===== src/inc/flash_cmd_defs.svh =====
/*
 * opcode values, status and security bit positions, frame byte counts and
 * reset values of the serial flash command decoder.
 * assumes: included by bare name by the design files.
 */
`ifndef FLASH_CMD_DEFS_SVH
`define FLASH_CMD_DEFS_SVH

// opcodes, first byte of a frame
`define OPC_WRITE_LATCH_ARM   8'h06
`define OPC_WRITE_LATCH_CLEAR 8'h04
`define OPC_STATUS_WRITE      8'h01
`define OPC_STATUS_READ       8'h05
`define OPC_JEDEC_ID_READ     8'h9f
`define OPC_ARRAY_READ        8'h03
`define OPC_FAST_READ         8'h0b
`define OPC_DUAL_READ         8'h3b
`define OPC_WAKE_SIGNATURE    8'hab
`define OPC_MAKER_PART_ID     8'h90
`define OPC_FOUR_KIB_WIPE     8'h20
`define OPC_BLOCK_WIPE_A      8'h52
`define OPC_BLOCK_WIPE_B      8'hd8
`define OPC_CHIP_WIPE_A       8'h60
`define OPC_CHIP_WIPE_B       8'hc7
`define OPC_PAGE_WRITE        8'h02
`define OPC_DEEP_POWER_DOWN   8'hb9
`define OPC_LOCKDOWN_READ     8'h2b
`define OPC_LOCKDOWN_BIT      8'h2f
`define OPC_OTP_ENTRY         8'hb1
`define OPC_OTP_EXIT          8'hc1

// status register: write latch position
`define STAT_WRITE_LATCH_BIT  1
// security register: factory lock at bit 0, customer lock at bit 1
`define SEC_FACTORY_BIT       0
`define SEC_CUSTOMER_BIT      1

// address bytes after the opcode, index of the last one
`define ADDR_LAST_BYTE        2'd2
// last jedec id byte index
`define JEDEC_LAST_IDX        2'd2
// value sent when the read fifo has no byte
`define READ_UNDERRUN_BYTE    8'hff
// reset values
`define WRITE_LATCH_RST       1'b0
`define LOCKDOWN_RST          1'b0

`endif


===== src/inc/flash_cmd_pkg.sv =====
/*
 * types shared by the serial flash command decoder: decoder states,
 * the operation record handed to the array side.
 * assumes: nothing beyond a SystemVerilog compiler.
 */
package flash_cmd_pkg;

	// decoder states within one chip-select frame
	typedef enum logic [2:0]
	{
		ST_IDLE,
		ST_OPC,
		ST_ADDR,
		ST_DUMMY,
		ST_DOUT,
		ST_DIN,
		ST_TAIL,
		ST_IGNORE
	} dec_state_e;

	// operation kinds requested from the array side
	typedef enum logic [2:0]
	{
		OP_READ,
		OP_FAST_READ,
		OP_DUAL_READ,
		OP_PAGE_WRITE,
		OP_SECTOR_WIPE,
		OP_BLOCK_WIPE,
		OP_CHIP_WIPE
	} op_kind_e;

	// operation record
	typedef struct packed
	{
		op_kind_e    kind;
		logic        otp;
		logic [23:0] addr;
	} op_s;

endpackage : flash_cmd_pkg


===== src/rtl/byte_fifo.sv =====
/*
 * byte_fifo: small synchronous fifo with a registered output stage.
 * assumes: one clock, synchronous active-low reset, flush clears content.
 */
`timescale 1ns/1ps
`include "flash_cmd_defs.svh"

module byte_fifo #(
	parameter int WIDTH = 8,
	parameter int DEPTH = 16
) (
	input  wire logic             clk_i,
	input  wire logic             rst_n_i,
	input  wire logic             flush_i,
	input  wire logic [WIDTH-1:0] in_data_i,
	input  wire logic             in_valid_i,
	output logic                  in_ready_o,
	output logic [WIDTH-1:0]      out_data_o,
	output logic                  out_valid_o,
	input  wire logic             out_ready_i
);
	localparam int AW = $clog2(DEPTH);

	// refuse shapes the pointer arithmetic cannot serve
	if (DEPTH < 2 || (1 << AW) != DEPTH || WIDTH < 1)
	begin : g_bad_shape
		$error("byte_fifo: DEPTH must be a power of two >= 2");
	end

	logic [WIDTH-1:0] mem_r [DEPTH];  // storage
	logic [AW-1:0]    wr_ptr_r;       // write pointer
	logic [AW-1:0]    rd_ptr_r;       // read pointer
	logic [AW:0]      cnt_r;          // words held in storage
	logic [WIDTH-1:0] out_data_r;     // output register
	logic             out_valid_r;    // output register full
	logic [AW-1:0]    wr_ptr_nxt;
	logic [AW-1:0]    rd_ptr_nxt;
	logic [AW:0]      cnt_nxt;
	logic             out_valid_nxt;
	logic             push;
	logic             refill;

	// full once storage and output stage together hold DEPTH words
	assign in_ready_o  = ((AW+1)'(cnt_r + out_valid_r) != (AW+1)'(DEPTH));
	assign out_data_o  = out_data_r;
	assign out_valid_o = out_valid_r;

	// pointer, count and output-stage next values
	always_comb
	begin
		push          = in_valid_i && in_ready_o;
		refill        = (!out_valid_r || out_ready_i) && (cnt_r != '0);
		wr_ptr_nxt    = push ? AW'(wr_ptr_r + 1'b1) : wr_ptr_r;
		rd_ptr_nxt    = refill ? AW'(rd_ptr_r + 1'b1) : rd_ptr_r;
		cnt_nxt       = (AW+1)'(cnt_r + (push ? 1'b1 : 1'b0) - (refill ? 1'b1 : 1'b0));
		out_valid_nxt = refill ? 1'b1 : (out_ready_i ? 1'b0 : out_valid_r);
		if (flush_i)
		begin
			wr_ptr_nxt    = '0;
			rd_ptr_nxt    = '0;
			cnt_nxt       = '0;
			out_valid_nxt = 1'b0;
		end
	end

	// control registers
	always_ff @(posedge clk_i)
	begin
		if (!rst_n_i)
		begin
			wr_ptr_r    <= '0;
			rd_ptr_r    <= '0;
			cnt_r       <= '0;
			out_valid_r <= 1'b0;
		end
		else
		begin
			wr_ptr_r    <= wr_ptr_nxt;
			rd_ptr_r    <= rd_ptr_nxt;
			cnt_r       <= cnt_nxt;
			out_valid_r <= out_valid_nxt;
		end
	end

	// storage and registered read data
	always_ff @(posedge clk_i)
	begin
		if (push)
			mem_r[wr_ptr_r] <= in_data_i;
		if (refill)
			out_data_r <= mem_r[rd_ptr_r];
	end

endmodule : byte_fifo


===== src/rtl/flash_cmd_decoder.sv =====
/*
 * flash_cmd_decoder: opcode interpreter of a serial nor flash, oversampling
 * the spi pins on sys_clk_i; keeps write latch, lock-down, otp and power state.
 * assumes: sys_clk_i at least 8x the serial clock; the array side answers
 * read requests through the read fifo and executes the issued operations.
 */
`timescale 1ns/1ps
`include "flash_cmd_defs.svh"

module flash_cmd_decoder
	import flash_cmd_pkg::*;
#(
	parameter logic [7:0] ID_MAKER = 8'h5a,  // arbitrary value
	parameter logic [7:0] ID_TYPE  = 8'h20,  // arbitrary value
	parameter logic [7:0] ID_CAP   = 8'h15,  // arbitrary value
	parameter logic [7:0] ID_PART  = 8'h14,  // arbitrary value
	parameter logic [7:0] ID_SIG   = 8'h14,  // arbitrary value
	parameter int         FIFO_DEPTH = 16
) (
	input  wire logic       sys_clk_i,
	input  wire logic       rst_n_i,
	input  wire logic       cs_n_i,
	input  wire logic       sclk_i,
	input  wire logic       si_i,
	output logic            so_o,
	output logic            so_oe_o,
	output logic            sio0_o,
	output logic            sio0_oe_o,
	input  wire logic       factory_lock_i,
	input  wire logic [7:0] status_ext_i,
	output logic            write_latch_o,
	output logic            lockdown_o,
	output logic            otp_mode_o,
	output logic            deep_pd_o,
	output op_s             op_o,
	output logic            op_valid_o,
	output logic [7:0]      prog_data_o,
	output logic            prog_valid_o,
	output logic            status_wr_o,
	output logic [7:0]      status_data_o,
	input  wire logic [7:0] rd_data_i,
	input  wire logic       rd_valid_i,
	output logic            rd_ready_o
);
	// pin synchronisers: [0] first stage, [1] second, [2] edge history
	logic [2:0]  cs_sync_r;
	logic [2:0]  sclk_sync_r;
	logic [1:0]  si_sync_r;
	logic        cs_fall;     // frame start
	logic        cs_rise;     // frame end
	logic        sclk_rise;   // input sampling edge
	logic        sclk_fall;   // output shifting edge
	logic        byte_done;   // eighth bit of a byte sampled
	logic [7:0]  sh_full;     // byte including the bit sampled now
	logic        exec;        // frame ends on a byte boundary with command whole
	// decoder state
	dec_state_e  state_r, state_nxt;
	logic [2:0]  bit_cnt_r, bit_cnt_nxt;
	logic [1:0]  byte_cnt_r, byte_cnt_nxt;
	logic [7:0]  sh_in_r, sh_in_nxt;
	logic [7:0]  opc_r, opc_nxt;
	logic [23:0] addr_r, addr_nxt;
	logic        done_r, done_nxt;        // required bytes received
	logic [7:0]  out_sh_r, out_sh_nxt;
	logic [2:0]  obit_r, obit_nxt;
	logic [1:0]  idx_r, idx_nxt;          // id byte index
	logic        so_r, so_nxt;
	logic        sio0_r, sio0_nxt;
	logic        drive_r, drive_nxt;
	logic        dual_r, dual_nxt;
	// device state
	logic        wl_r, wl_nxt;            // write latch
	logic        lock_r, lock_nxt;        // customer lock-down bit
	logic        otp_r, otp_nxt;
	logic        pd_r, pd_nxt;
	logic [7:0]  wsr_r, wsr_nxt;
	logic        swr_r, swr_nxt;
	op_s         op_r, op_nxt;
	logic        opv_r, opv_nxt;
	logic [7:0]  pdat_r, pdat_nxt;
	logic        pval_r, pval_nxt;
	// read fifo face
	logic [7:0]  fifo_data;
	logic        fifo_valid;
	logic        fifo_pop;
	logic [7:0]  next_byte;

	// read data buffer between array side and serial output
	byte_fifo #(.WIDTH(8), .DEPTH(FIFO_DEPTH)) u_rd_fifo (
		.clk_i       (sys_clk_i),
		.rst_n_i     (rst_n_i),
		.flush_i     (cs_fall),
		.in_data_i   (rd_data_i),
		.in_valid_i  (rd_valid_i),
		.in_ready_o  (rd_ready_o),
		.out_data_o  (fifo_data),
		.out_valid_o (fifo_valid),
		.out_ready_i (fifo_pop)
	);

	// edge finding on second and history stages only
	assign cs_fall   = cs_sync_r[2] && !cs_sync_r[1];
	assign cs_rise   = !cs_sync_r[2] && cs_sync_r[1];
	assign sclk_rise = !cs_sync_r[1] && !sclk_sync_r[2] && sclk_sync_r[1];
	assign sclk_fall = !cs_sync_r[1] && sclk_sync_r[2] && !sclk_sync_r[1];
	assign byte_done = sclk_rise && (bit_cnt_r == 3'd7);
	assign sh_full   = {sh_in_r[6:0], si_sync_r[1]};
	// only ab is honoured in power-down; boundary checked on select rise
	assign exec = cs_rise && (bit_cnt_r == 3'd0) && done_r
		&& (!pd_r || opc_r == `OPC_WAKE_SIGNATURE);

	// byte presented at the next output load
	always_comb
	begin
		fifo_pop  = 1'b0;
		next_byte = 8'h00;
		case (opc_r)
			`OPC_STATUS_READ:
			begin
				next_byte = status_ext_i;
				next_byte[`STAT_WRITE_LATCH_BIT] = wl_r;
			end
			`OPC_JEDEC_ID_READ:
				next_byte = (idx_r == 2'd0) ? ID_MAKER : ((idx_r == 2'd1) ? ID_TYPE : ID_CAP);
			`OPC_MAKER_PART_ID:
				next_byte = (idx_r[0] ^ addr_r[0]) ? ID_PART : ID_MAKER;
			`OPC_WAKE_SIGNATURE:
				next_byte = ID_SIG;
			`OPC_LOCKDOWN_READ:
			begin
				next_byte[`SEC_FACTORY_BIT]  = factory_lock_i;
				next_byte[`SEC_CUSTOMER_BIT] = lock_r;
			end
			default:
			begin
				// array reads take from the fifo
				next_byte = fifo_valid ? fifo_data : `READ_UNDERRUN_BYTE;
				fifo_pop  = sclk_fall && (state_r == ST_DOUT) && (obit_r == 3'd0) && fifo_valid;
			end
		endcase
	end

	// decoder and device next-state logic
	always_comb
	begin
		state_nxt = state_r;    bit_cnt_nxt = bit_cnt_r;  byte_cnt_nxt = byte_cnt_r;
		sh_in_nxt = sh_in_r;    opc_nxt = opc_r;          addr_nxt = addr_r;
		done_nxt = done_r;      out_sh_nxt = out_sh_r;    obit_nxt = obit_r;
		idx_nxt = idx_r;        so_nxt = so_r;            sio0_nxt = sio0_r;
		drive_nxt = drive_r;    dual_nxt = dual_r;        wl_nxt = wl_r;
		lock_nxt = lock_r;      otp_nxt = otp_r;          pd_nxt = pd_r;
		wsr_nxt = wsr_r;        op_nxt = op_r;            pdat_nxt = pdat_r;
		swr_nxt = 1'b0;         opv_nxt = 1'b0;           pval_nxt = 1'b0;
		if (cs_fall)
		begin
			// new frame: counters back to the opcode
			state_nxt = ST_OPC;  bit_cnt_nxt = '0;  byte_cnt_nxt = '0;
			done_nxt  = 1'b0;    obit_nxt = '0;     idx_nxt = '0;
		end
		else if (cs_rise)
		begin
			// frame end: release pins, execute write-class commands
			state_nxt = ST_IDLE;
			drive_nxt = 1'b0;
			dual_nxt  = 1'b0;
			if (exec)
			begin
				op_nxt.addr = addr_r;
				op_nxt.otp  = otp_r;
				case (opc_r)
					`OPC_WRITE_LATCH_ARM:   wl_nxt = 1'b1;
					`OPC_WRITE_LATCH_CLEAR: wl_nxt = 1'b0;
					`OPC_STATUS_WRITE:
						if (wl_r)
						begin
							swr_nxt = 1'b1;
							wl_nxt  = 1'b0;
						end
					`OPC_FOUR_KIB_WIPE, `OPC_BLOCK_WIPE_A, `OPC_BLOCK_WIPE_B,
					`OPC_CHIP_WIPE_A, `OPC_CHIP_WIPE_B, `OPC_PAGE_WRITE:
						if (wl_r)
						begin
							opv_nxt = 1'b1;
							wl_nxt  = 1'b0;
							case (opc_r)
								`OPC_FOUR_KIB_WIPE: op_nxt.kind = OP_SECTOR_WIPE;
								`OPC_PAGE_WRITE:    op_nxt.kind = OP_PAGE_WRITE;
								`OPC_CHIP_WIPE_A, `OPC_CHIP_WIPE_B:
									op_nxt.kind = OP_CHIP_WIPE;
								default:            op_nxt.kind = OP_BLOCK_WIPE;
							endcase
						end
					`OPC_LOCKDOWN_BIT:    lock_nxt = 1'b1;
					`OPC_OTP_ENTRY:       otp_nxt = 1'b1;
					`OPC_OTP_EXIT:        otp_nxt = 1'b0;
					`OPC_DEEP_POWER_DOWN: pd_nxt = 1'b1;
					`OPC_WAKE_SIGNATURE:  pd_nxt = 1'b0;
					default: ;
				endcase
			end
		end
		else
		begin
			if (sclk_rise)
			begin
				bit_cnt_nxt = 3'(bit_cnt_r + 3'd1);
				sh_in_nxt   = sh_full;
			end
			if (byte_done)
			begin
				case (state_r)
					ST_OPC:
					begin
						opc_nxt = sh_full;
						if (pd_r && sh_full != `OPC_WAKE_SIGNATURE)
							state_nxt = ST_IGNORE;
						else
							case (sh_full)
								`OPC_WRITE_LATCH_ARM, `OPC_WRITE_LATCH_CLEAR, `OPC_LOCKDOWN_BIT,
								`OPC_OTP_ENTRY, `OPC_OTP_EXIT, `OPC_DEEP_POWER_DOWN,
								`OPC_CHIP_WIPE_A, `OPC_CHIP_WIPE_B:
								begin
									done_nxt  = 1'b1;
									state_nxt = ST_TAIL;
								end
								`OPC_WAKE_SIGNATURE:
								begin
									done_nxt  = 1'b1;
									state_nxt = ST_ADDR;
								end
								`OPC_STATUS_WRITE:                           state_nxt = ST_DIN;
								`OPC_STATUS_READ, `OPC_JEDEC_ID_READ,
								`OPC_LOCKDOWN_READ:                          state_nxt = ST_DOUT;
								`OPC_ARRAY_READ, `OPC_FAST_READ, `OPC_DUAL_READ,
								`OPC_MAKER_PART_ID, `OPC_FOUR_KIB_WIPE,
								`OPC_BLOCK_WIPE_A, `OPC_BLOCK_WIPE_B,
								`OPC_PAGE_WRITE:                             state_nxt = ST_ADDR;
								default:                                     state_nxt = ST_IGNORE;
							endcase
					end
					ST_ADDR:
					begin
						// three address bytes, most significant first
						addr_nxt     = {addr_r[15:0], sh_full};
						byte_cnt_nxt = 2'(byte_cnt_r + 2'd1);
						if (byte_cnt_r == `ADDR_LAST_BYTE)
						begin
							op_nxt.addr = {addr_r[15:0], sh_full};
							op_nxt.otp  = otp_r;
							case (opc_r)
								`OPC_FAST_READ, `OPC_DUAL_READ:
								begin
									state_nxt   = ST_DUMMY;
									opv_nxt     = 1'b1;
									op_nxt.kind = (opc_r == `OPC_FAST_READ) ? OP_FAST_READ
										: OP_DUAL_READ;
								end
								`OPC_ARRAY_READ:
								begin
									state_nxt   = ST_DOUT;
									opv_nxt     = 1'b1;
									op_nxt.kind = OP_READ;
								end
								`OPC_PAGE_WRITE:
								begin
									done_nxt  = 1'b1;
									state_nxt = ST_DIN;
								end
								`OPC_FOUR_KIB_WIPE, `OPC_BLOCK_WIPE_A, `OPC_BLOCK_WIPE_B:
								begin
									done_nxt  = 1'b1;
									state_nxt = ST_TAIL;
								end
								default: state_nxt = ST_DOUT;
							endcase
						end
					end
					ST_DUMMY:
					begin
						state_nxt = ST_DOUT;
						dual_nxt  = (opc_r == `OPC_DUAL_READ);
					end
					ST_DIN:
						if (opc_r == `OPC_PAGE_WRITE)
						begin
							pdat_nxt = sh_full;
							pval_nxt = 1'b1;
						end
						else if (!done_r)
						begin
							wsr_nxt  = sh_full;
							done_nxt = 1'b1;
						end
					default: ;
				endcase
			end
			if (sclk_fall && state_r == ST_DOUT)
			begin
				// output shifts on the falling edge, msb first
				drive_nxt = 1'b1;
				if (obit_r == 3'd0)
				begin
					so_nxt   = next_byte[7];
					sio0_nxt = next_byte[6];
					out_sh_nxt = dual_r ? {next_byte[5:0], 2'b00} : {next_byte[6:0], 1'b0};
					idx_nxt  = (opc_r == `OPC_JEDEC_ID_READ && idx_r == `JEDEC_LAST_IDX) ? 2'd0
						: 2'(idx_r + 2'd1);
				end
				else
				begin
					so_nxt     = out_sh_r[7];
					sio0_nxt   = out_sh_r[6];
					out_sh_nxt = dual_r ? {out_sh_r[5:0], 2'b00} : {out_sh_r[6:0], 1'b0};
				end
				obit_nxt = (dual_r && obit_r == 3'd3) ? 3'd0 : 3'(obit_r + 3'd1);
			end
		end
	end

	// all registers
	always_ff @(posedge sys_clk_i)
	begin
		if (!rst_n_i)
		begin
			cs_sync_r <= 3'h7;  sclk_sync_r <= 3'h0;  si_sync_r <= 2'h0;
			state_r <= ST_IDLE; bit_cnt_r <= '0;  byte_cnt_r <= '0;  sh_in_r <= '0;
			opc_r <= '0;        addr_r <= '0;     done_r <= 1'b0;    out_sh_r <= '0;
			obit_r <= '0;       idx_r <= '0;      so_r <= 1'b0;      sio0_r <= 1'b0;
			drive_r <= 1'b0;    dual_r <= 1'b0;   wl_r <= `WRITE_LATCH_RST;
			lock_r <= `LOCKDOWN_RST;  otp_r <= 1'b0;  pd_r <= 1'b0;  wsr_r <= '0;
			swr_r <= 1'b0;      op_r <= '0;       opv_r <= 1'b0;     pdat_r <= '0;
			pval_r <= 1'b0;
		end
		else
		begin
			cs_sync_r <= {cs_sync_r[1:0], cs_n_i};
			sclk_sync_r <= {sclk_sync_r[1:0], sclk_i};
			si_sync_r <= {si_sync_r[0], si_i};
			state_r <= state_nxt;  bit_cnt_r <= bit_cnt_nxt;  byte_cnt_r <= byte_cnt_nxt;
			sh_in_r <= sh_in_nxt;  opc_r <= opc_nxt;  addr_r <= addr_nxt;  done_r <= done_nxt;
			out_sh_r <= out_sh_nxt;  obit_r <= obit_nxt;  idx_r <= idx_nxt;  so_r <= so_nxt;
			sio0_r <= sio0_nxt;  drive_r <= drive_nxt;  dual_r <= dual_nxt;  wl_r <= wl_nxt;
			lock_r <= lock_nxt;  otp_r <= otp_nxt;  pd_r <= pd_nxt;  wsr_r <= wsr_nxt;
			swr_r <= swr_nxt;  op_r <= op_nxt;  opv_r <= opv_nxt;  pdat_r <= pdat_nxt;
			pval_r <= pval_nxt;
		end
	end

	// outputs
	assign so_o          = so_r;
	assign so_oe_o       = drive_r;
	assign sio0_o        = sio0_r;
	assign sio0_oe_o     = drive_r && dual_r;
	assign write_latch_o = wl_r;
	assign lockdown_o    = lock_r;
	assign otp_mode_o    = otp_r;
	assign deep_pd_o     = pd_r;
	assign op_o          = op_r;
	assign op_valid_o    = opv_r;
	assign prog_data_o   = pdat_r;
	assign prog_valid_o  = pval_r;
	assign status_wr_o   = swr_r;
	assign status_data_o = wsr_r;

	// checks
	a_latch_arm_exec: assert property (@(posedge sys_clk_i) disable iff (!rst_n_i)
		exec && opc_r == `OPC_WRITE_LATCH_ARM |=> wl_r) else $error("latch not armed");
	a_latch_clear_exec: assert property (@(posedge sys_clk_i) disable iff (!rst_n_i)
		exec && opc_r == `OPC_WRITE_LATCH_CLEAR |=> !wl_r) else $error("latch not cleared");
	a_latch_drop_done: assert property (@(posedge sys_clk_i) disable iff (!rst_n_i)
		swr_r || (opv_r && op_r.kind >= OP_PAGE_WRITE) |-> !wl_r) else $error("latch kept");
	a_write_needs_latch: assert property (@(posedge sys_clk_i) disable iff (!rst_n_i)
		swr_r || (opv_r && op_r.kind >= OP_PAGE_WRITE) |-> $past(wl_r))
		else $error("write without latch");
	a_lock_stays_set: assert property (@(posedge sys_clk_i) disable iff (!rst_n_i)
		lock_r |=> lock_r [*3]) else $error("lock-down bit cleared");
	a_otp_entry_exec: assert property (@(posedge sys_clk_i) disable iff (!rst_n_i)
		exec && opc_r == `OPC_OTP_ENTRY |=> otp_r ##1 $stable(otp_r) || cs_rise)
		else $error("otp mode not entered");
	a_wake_clears_pd: assert property (@(posedge sys_clk_i) disable iff (!rst_n_i)
		exec && opc_r == `OPC_WAKE_SIGNATURE |=> !pd_r) else $error("no wake");
	a_pd_blocks_latch: assert property (@(posedge sys_clk_i) disable iff (!rst_n_i)
		pd_r && $stable(pd_r) |=> wl_r == $past(wl_r)) else $error("latch moved in power-down");
	a_boundary_rise: assert property (@(posedge sys_clk_i) disable iff (!rst_n_i)
		$rose(wl_r) |-> $past(bit_cnt_r) == 3'd0 && $past(cs_rise)) else $error("unaligned exec");
	a_shift_on_fall: assert property (@(posedge sys_clk_i) disable iff (!rst_n_i)
		$changed(so_r) |-> $past(sclk_fall)) else $error("output moved off falling edge");
	a_chip_wipe_op: assert property (@(posedge sys_clk_i) disable iff (!rst_n_i)
		exec && wl_r && opc_r == `OPC_CHIP_WIPE_A |=> opv_r && op_r.kind == OP_CHIP_WIPE)
		else $error("chip wipe not issued");
	a_dummy_fast_only: assert property (@(posedge sys_clk_i) disable iff (!rst_n_i)
		state_r == ST_DUMMY |-> opc_r == `OPC_FAST_READ || opc_r == `OPC_DUAL_READ)
		else $error("dummy byte on wrong opcode");
	a_maker_part_id_cmd_order: assert property (@(posedge sys_clk_i) disable iff (!rst_n_i)
		sclk_fall && state_r == ST_DOUT && obit_r == 3'd0 && opc_r == `OPC_MAKER_PART_ID
		&& idx_r == 2'd0 |-> next_byte == (addr_r[0] ? ID_PART : ID_MAKER))
		else $error("maker/part order wrong");

endmodule : flash_cmd_decoder


===== config.mk =====
export PLATFORM = sky130hd
export DESIGN_NAME = flash_cmd_decoder
export DESIGN_NICKNAME = d
export VERILOG_FILES = /design/src/inc/flash_cmd_pkg.sv /design/src/rtl/byte_fifo.sv /design/src/rtl/flash_cmd_decoder.sv
export VERILOG_INCLUDE_DIRS = /design/src /design/src/inc
export SDC_FILE = /design/constraint.sdc
export NUM_CORES = 1
export LEC_CHECK = 0
export ABC_AREA = 0
export BUFFER_PORTS_ARGS = -buffer_cell sky130_fd_sc_hd__buf_2
export CORE_MARGIN = 5
export CORE_UTILIZATION = 55
export CTS_CLUSTER_SIZE = 16
export DETAILED_ROUTE_END_ITERATION = 8
export PLACE_DENSITY = 0.73
export RECOVER_POWER = 50
export SLEW_MARGIN = 15
export SYNTH_ARGS = -nofsm -noshare
export SYNTH_HDL_FRONTEND = slang
export SYNTH_HIERARCHICAL = 1
export SYNTH_SLANG_ARGS = --single-unit

===== constraint.sdc =====
create_clock -name sys_clk_i -period 8 [get_ports sys_clk_i]
set_input_delay 0.4 -clock sys_clk_i [delete_from_list [all_inputs] [get_ports sys_clk_i]]
set_output_delay 0.4 -clock sys_clk_i [all_outputs]
set_load 0.01 [all_outputs]

Yosys cells after proc, flatten, opt, wreduce, memory -nomap -nowiden
Memories as Yosys holds them, arrays and structs flattened. A register that Yosys moved wholly into a read port is not among the register bits.
Index checks and enable logic that the tools add are counted.
{ "classes": {"add_sub_neg": 9, "muxes": 61, "n_eq_ne": 63, "bitwise_logic": 10, "reduce_logical": 82} }
{ "op_table": {"columns": ["cell", "count"], "rows": [
  ["28-bit two-way mux", 5],
  ["8-bit == test, second input constant", 16],
  ["8-bit by 6-bit == test with 1-bit output, second input constant", 8],
  ["8-bit by 3-bit == test with 1-bit output, second input constant", 6],
  ["8-bit by 2-bit == test with 1-bit output, second input constant", 4],
  ["8-bit by 7-bit == test with 1-bit output, second input constant", 4],
  ["8-bit two-way mux", 4],
  ["1-bit two-way mux", 31],
  ["6-bit one-hot mux with 5 select lines", 1],
  ["3-bit one-hot mux with 3 select lines", 3],
  ["4-bit AND reduction", 6],
  ["3-bit AND reduction", 7],
  ["1-bit logical AND", 19],
  ["2-bit nonzero test", 9],
  ["9-bit OR reduction", 2],
  ["8-bit by 1-bit == test with 1-bit output, second input constant", 2],
  ["8-bit by 4-bit == test with 1-bit output, second input constant", 2],
  ["8-bit AND reduction", 2],
  ["8-bit OR reduction", 2],
  ["3-bit two-way mux", 5],
  ["5-bit OR reduction", 3],
  ["7-bit two-way mux", 2],
  ["3-bit one-hot mux with 4 select lines", 1],
  ["3-bit nonzero test", 4],
  ["other kinds (36)", 77]
]} }
{ "word_totals": {"out_inout_bits": 56, "n_memories": 1, "word_cells": 260, "ramBits": 128, "reg_bits": 138, "inputBits": 23} }
{ "mem_list": {"columns": ["memory", "words", "width", "read_ports", "rd_ports_with_merged_regs", "wr", "line_no", "text"], "rows": [
  ["u_rd_fifo.mem_r", 16, 8, 1, 1, 1, "byte_fifo.sv:30", "logic [WIDTH-1:0] mem_r [DEPTH];"]
]} }

Logic depth before layout (Yosys ltp)
{ "logic_depth": {"ltp_word": 11, "depth_mapped": 16, "ltp_nobuf": 14} }

By module
The synthesis kept the hierarchy.
{ "modules_own_cells": {"columns": ["module", "seq_area_each_um2", "area_each_um2", "cells_each", "instances"], "rows": [
  ["flash_cmd_decoder", 2462.4, 6401.1, 738, 1],
  ["byte_fifo", 4364.2, 6221.0, 306, 1]
]} }

Worst setup path after synthesis
No wires, ideal clock.
{ "synth_timing": {"path_kind": "reg-to-reg", "startpoint": "register opc_r[5]", "endpoint": "register u_rd_fifo.cnt_r[4]", "path_stages_with_launch": 17, "setup_time_ns": 0.071, "slack_ns": 4.106, "arrival_time_ns": 3.824, "t_required_ns": 7.929, "synth_period_minus_slack_ns": 3.894, "n_path_buf": 2, "cell_sequence": "dfxtp_1 > buf_2 > and4bb_2 > a22oi_1 > or4b_1 > buf_4 > nor4_1 > nor2b_1 > nor2_1 > ha_1 > inv_1 > ha_1 > fa_1 > a21oi_1 > nor2_1 > or3_1 > a21oi_1"} }
{ "synth_between": {"elab_chain_len": 7, "word_cells_on_any_way": 11, "classes_between": "add/sub: 1; eq/ne: 5; mux: 2; reduce/logical: 3"} }
{ "synth_rtl": {"columns": ["item", "line_no", "text"], "rows": [
  ["start, declared", "flash_cmd_decoder.sv:61", "logic [7:0] opc_r, opc_nxt;"],
  ["start signal, assigned", "flash_cmd_decoder.sv:340", "sh_in_r <= sh_in_nxt; opc_r <= opc_nxt; addr_r <= addr_nxt; done_r <= done_nxt;"],
  ["8-bit == test (tied with other cells)", "flash_cmd_decoder.sv:117", "case (opc_r)"],
  ["5-bit OR reduction (no line) *", null, null],
  ["1-bit two-way mux *", "flash_cmd_decoder.sv:117", null],
  ["via fifo_pop", "flash_cmd_decoder.sv:85", "logic fifo_pop;"],
  ["1-bit logical OR *", "byte_fifo.sv:52", "refill = (!out_valid_r || out_ready_i) && (cnt_r != '0);"],
  ["1-bit logical AND *", "byte_fifo.sv:52", null],
  ["via u_rd_fifo.refill", "byte_fifo.sv:41", "logic refill;"],
  ["1-bit two-way mux *", "byte_fifo.sv:55", "cnt_nxt = (AW+1)'(cnt_r + (push ? 1'b1 : 1'b0) - (refill ? 1'b1 : 1'b0));"],
  ["5-bit subtractor *", "byte_fifo.sv:55", null],
  ["end signal, assigned", "byte_fifo.sv:80", "cnt_r <= cnt_nxt;"],
  ["end, declared", "byte_fifo.sv:33", "logic [AW:0] cnt_r;"]
]} }
The timed path passes the listed nets; every way through them passes the cells marked *.
A chain may end at the register's enable or synchronous reset.

Worst setup path after layout
{ "layout_timing": {"startpoint": "input port rst_n_i", "endpoint": "register pval_r (netlist: prog_valid_o)"} }
{ "layout_between": {"elab_chain_len": 2} }
{ "layout_rtl": {"columns": ["item", "line_no", "text"], "rows": [
  ["start, declared", "flash_cmd_decoder.sv:21", "input wire logic rst_n_i,"],
  ["1-bit inverter (no line)", null, null],
  ["5-bit OR reduction (no line)", null, null],
  ["end signal, assigned", "flash_cmd_decoder.sv:345", "pval_r <= pval_nxt;"],
  ["end, declared", "flash_cmd_decoder.sv:81", "logic pval_r, pval_nxt;"]
]} }
Every way passes these cells.

==> flow_summary.rst <==
.. list-table::
   :header-rows: 1

   * - Metric
     - Value
   * - Die height
     - 161 um
   * - Setup Buffers After CTS
     - 0
   * - Area contributors post-synth
     - edfxtp_1 32%, dfxtp_1 22%, mux4_1 6.2%
   * - Synth Area in XOR/XNOR
     - 0.833%
   * - Leading area contributor after synthesis
     - edfxtp_1
   * - MaxCap Viol Count
     - 1
   * - Number of core rows
     - 55
   * - Latest clock arrival within the worst-skew pair
     - 0.56 ns
   * - Post-Synth Simple-Gate Area
     - 16.5%
   * - Share of final-layout standard cells stronger than drive strength 1
     - 9.17%
   * - Core Region
     - 0.0226 mm^2
   * - Detail-routed via count per cell
     - 5.95
   * - Via count
     - 8240
   * - Count of state elements after synthesis
     - 273
   * - Count of pins on the block boundary
     - 79
   * - Critical path launch point type
     - input port
   * - Initial cell density of the core
     - 55.8%
   * - Post-synthesis adder-cell area fraction
     - 2.44%
   * - Hold violation count in the final report
     - 0
   * - Time the worst path needs with I/O delays and setup
     - 5.09 ns
   * - Final antenna diode count
     - 0
   * - CTS Hold Bufs
     - 1
   * - Relative slew margins
     - -185%
   * - CTS tree
     - yes
   * - Number of synthesized flops with an enable pin
     - 136
   * - Residual antenna-violating net count after detailed routing
     - 0
   * - Maximum number of pins on one net before global-route repair
     - 117
   * - Per-cell routed wire length
     - 19.4 um
   * - Global-route wire length before repair
     - 42.9 mm
   * - Post-route clock period utilization
     - 63.7%
   * - Top fanout value on the critical path
     - 116
   * - Start-to-end type of the worst setup path
     - input port to flop
   * - Number of instances on the worst hold path
     - 2
   * - TritonRoute pass-1 iters
     - 7
   * - Clock-pin slew of the registers on the worst-case setup and hold paths
     - 0.06 ns
   * - Detailed Route WL
     - 26.9 mm
   * - Number of buffers added by the clock tree synthesis step
     - 29
   * - Fraction of power spent switching nets
     - 25.1%
   * - Status
     - finished, violations left
   * - Post-route DRC
     - 0
   * - Syn Inst Count
     - 1044
   * - DPL Wire Length
     - 17.3 mm
   * - Number of global-route vias before repair
     - 7853
   * - R2R setup slack
     - 3.23 ns
   * - Number of library cell types mapped by synthesis
     - 87
   * - R2r worst-path depth
     - 14
   * - Proportion of synthesized flip-flops having asynchronous set or reset
     - 0%
   * - Gate power share
     - 13.0%
   * - Worst flop-to-flop path startpoint
     - opc_r[2]$_SDFFE_PN0P_
   * - Post-synthesis mux area share
     - 12.5%
   * - Synthesis-to-layout area growth
     - 10.3%
   * - Sequential element share of the synthesized area
     - 54.1%
   * - Final number of setup-violating endpoints
     - 0
   * - Fmax
     - 0.196 GHz
   * - Root buffer cell
     - clkbuf_16
   * - Count of final max-slew check failures
     - 117
   * - PD cells
     - 245 mW/mm^2
   * - Arrival time of the worst setup path
     - 5.50 ns
   * - Width of the die
     - 161 um
   * - Crit path required time
     - 8.41 ns
   * - Max Root-Sink Buffers
     - 3
   * - Startpoint of the lowest-slack hold path
     - si_i
   * - Resized Gates After CTS
     - 0
   * - H-Tree Level Count
     - 1
   * - RSZ-0062 raised after global routing
     - no
   * - Clock network power share
     - 39.0%
   * - Count of yosys warnings during synthesis
     - 6
   * - Placement-stage cell area
     - 0.0130 mm^2
   * - Hold Crit Class
     - input port to flop
   * - Hold Crit Endpoint
     - si_sync_r[0]$_SDFF_PN0_
   * - Most used DFF post-synth
     - dfxtp_1
   * - Final Wtd Congestion
     - 0.905
   * - Leakage
     - 0.00511 uW
   * - Post-layout instance area
     - 0.0139 mm^2
   * - DR iter-0 viols
     - 599
   * - Internal power
     - 2560 uW
   * - Post-synthesis instance area
     - 0.0126 mm^2
   * - Actual slew at the worst max-slew pin
     - 4.28 ns
   * - GR Util All Layers
     - 20.2%
   * - Worst r2r dst
     - u_rd_fifo/cnt_r[4]$_SDFF_PP0_
   * - Die footprint
     - 0.0261 mm^2
   * - Compound-cell area share of the yosys netlist
     - 10.2%
   * - Skew final
     - 0.0181 ns
   * - Post-synthesis average cell area
     - 12.1 um^2
   * - Grt total ovfl
     - 0
   * - Total number of nets in the final design
     - 1125
   * - Net switching power of the design
     - 855 uW
   * - CP Capture Type
     - flop
   * - Antenna violations before repair
     - 0
   * - Clk sink count
     - 273
   * - Combinational family with the most area after synthesis
     - simple AND/OR/NAND/NOR gates
   * - Count of input and output buffers
     - 77
   * - Total negative slack
     - 0 ns
   * - Violated checks
     - max-capacitance violations, max-slew violations
   * - Worst IR Drop VDD
     - 0.000304 V
   * - Sequential power share
     - 48.0%
   * - Post-synth top area share
     - 32.4%
   * - Post-synthesis net count
     - 1091
## worst max-delay path, cell delays in order
cell and delay [ns]:
clkbuf_1 2.90, nand2b_1 1.41, nor4_1 0.65
## Yosys cell counts (all sizes together), types with 10 or more instances
| master | n |
|---|---|
| o21ai | 18 |
| nor2 | 46 |
| a21boi | 34 |
| and2 | 16 |
| ha | 23 |
| nand2 | 123 |
| edfxtp | 136 |
| mux4 | 40 |
| nor2b | 46 |
| dfxtp | 137 |
| inv | 20 |
| nand2b | 15 |
| nor3 | 11 |
| o211a | 27 |
| a21oi | 27 |
| buf | 23 |
| nand3 | 21 |
| mux2i | 57 |
| or3 | 10 |
| and4 | 13 |
| clkbuf | 54 |
## cells in the final DEF, fill, tap and decap left out, types with 15 or more instances in the layout
cell	netlist	routed
edfxtp_1	136	136
dfxtp_1	137	135
nand2_1	123	123
clkbuf_1	54	66
mux2i_1	57	57
nor2b_1	46	46
nor2_1	44	44
a21boi_0	33	33
clkbuf_16	0	30
mux4_1	30	30
o211a_1	27	27
a21oi_1	26	26
ha_1	23	22
nand3_1	21	21
inv_1	20	20
o21ai_0	17	17
nand2b_1	15	15
## how the worst max path moves through the flow
| stage | from | end | slack (ns) | depth (start not counted) |
|---|---|---|---|---|
| 2_1_floorplan | opc_r[5]$_SDFFE_PN0P_ | u_rd_fifo/cnt_r[4]$_SDFF_PP0_ | 4.11 | 16 |
| 3_3_place_gp | opc_r[2]$_SDFFE_PN0P_ | u_rd_fifo/cnt_r[4]$_SDFF_PP0_ | 3.42 | 14 |
| 3_5_place_dp | opc_r[2]$_SDFFE_PN0P_ | u_rd_fifo/cnt_r[4]$_SDFF_PP0_ | 3.27 | 14 |
| 4_1_cts | opc_r[2]$_SDFFE_PN0P_ | u_rd_fifo/cnt_r[4]$_SDFF_PP0_ | 3.26 | 14 |
| 5_1_grt | rst_n_i | state_r[1]$_SDFFE_PP0P_ | 2.39 | 5 |
| 6_report | rst_n_i | prog_valid_o$_SDFF_PP0_ | 2.91 | 3 |
## power groups by stage
stage	Sequential, uW	Combinational (uW)	Clock [uW]
2_1_floorplan	1600	398	0
3_3_place_gp	1660	421	0
3_5_place_dp	1670	435	0
4_1_cts	1640	445	1360
5_1_grt	1650	484	1420
6_report	1640	443	1330
## registers in the layout, summed over array words and instances, names as in the netlist, 2 cells and up
name,flops
u_rd_fifo/mem_r,128
op_o,28
addr_r,24
opc_r,8
prog_data_o,8
status_data_o,8
u_rd_fifo/out_data_o,8
out_sh_r,7
sh_in_r,7
u_rd_fifo/cnt_r,5
u_rd_fifo/rd_ptr_r,4
u_rd_fifo/wr_ptr_r,4
bit_cnt_r,3
cs_sync_r,3
obit_r,3
sclk_sync_r,3
state_r,3
byte_cnt_r,2
idx_r,2
si_sync_r,2
## cells by family (layout without fill, tap and decap cells)
family | count (synthesis) | count (layout)
xor+xnor | 12 | 12
fa+ha+maj | 24 | 24
mux | 97 | 97
simple gates | 372 | 372
buf+inv | 97 | 154
flops | 273 | 273
compound gates | 169 | 169
## layout make-up
type / instances / area [um^2]
multi-input cells: 674 / 5370
clock buffers: 39 / 845
repair buffers: 80 / 332
inverters: 20 / 75.1
well taps: 285 / 357
clock inverters: 15 / 123
fillers: 1807 / 8710
flip-flops and latches: 273 / 6830
## per-stage QoR
| step | setup WS, ns | power, uW | std cells | hold WS (ns) | util, % |
|---|---|---|---|---|---|
| after CTS | 3.26 | 3440 | 1386 | 0.0361 | 61.9 |
| after floorplan | 4.11 | 1990 | 1044 | 0.386 | - |
| after global routing | 2.39 | 3550 | 1386 | 0.0457 | 61.5 |
| after global placement | 3.42 | 2090 | 1331 | 0.429 | 57.6 |
| final | 2.91 | 3410 | 1386 | 0.0612 | 61.5 |
| after detailed placement | 3.27 | 2100 | 1331 | 0.426 | 57.6 |
## routing by layer
layer | GRT usage (%) | vias to the layer above | part of all wire (%)
li1 | - | 3988 | -
met1 | 27.5 | 3982 | 45
met2 | 34.1 | 213 | 48
met3 | 2.50 | 57 | 3.8
met4 | 6.20 | 0 | 3.2
met5 | 0 | - | 0
(Power assumes the default switching activity.)
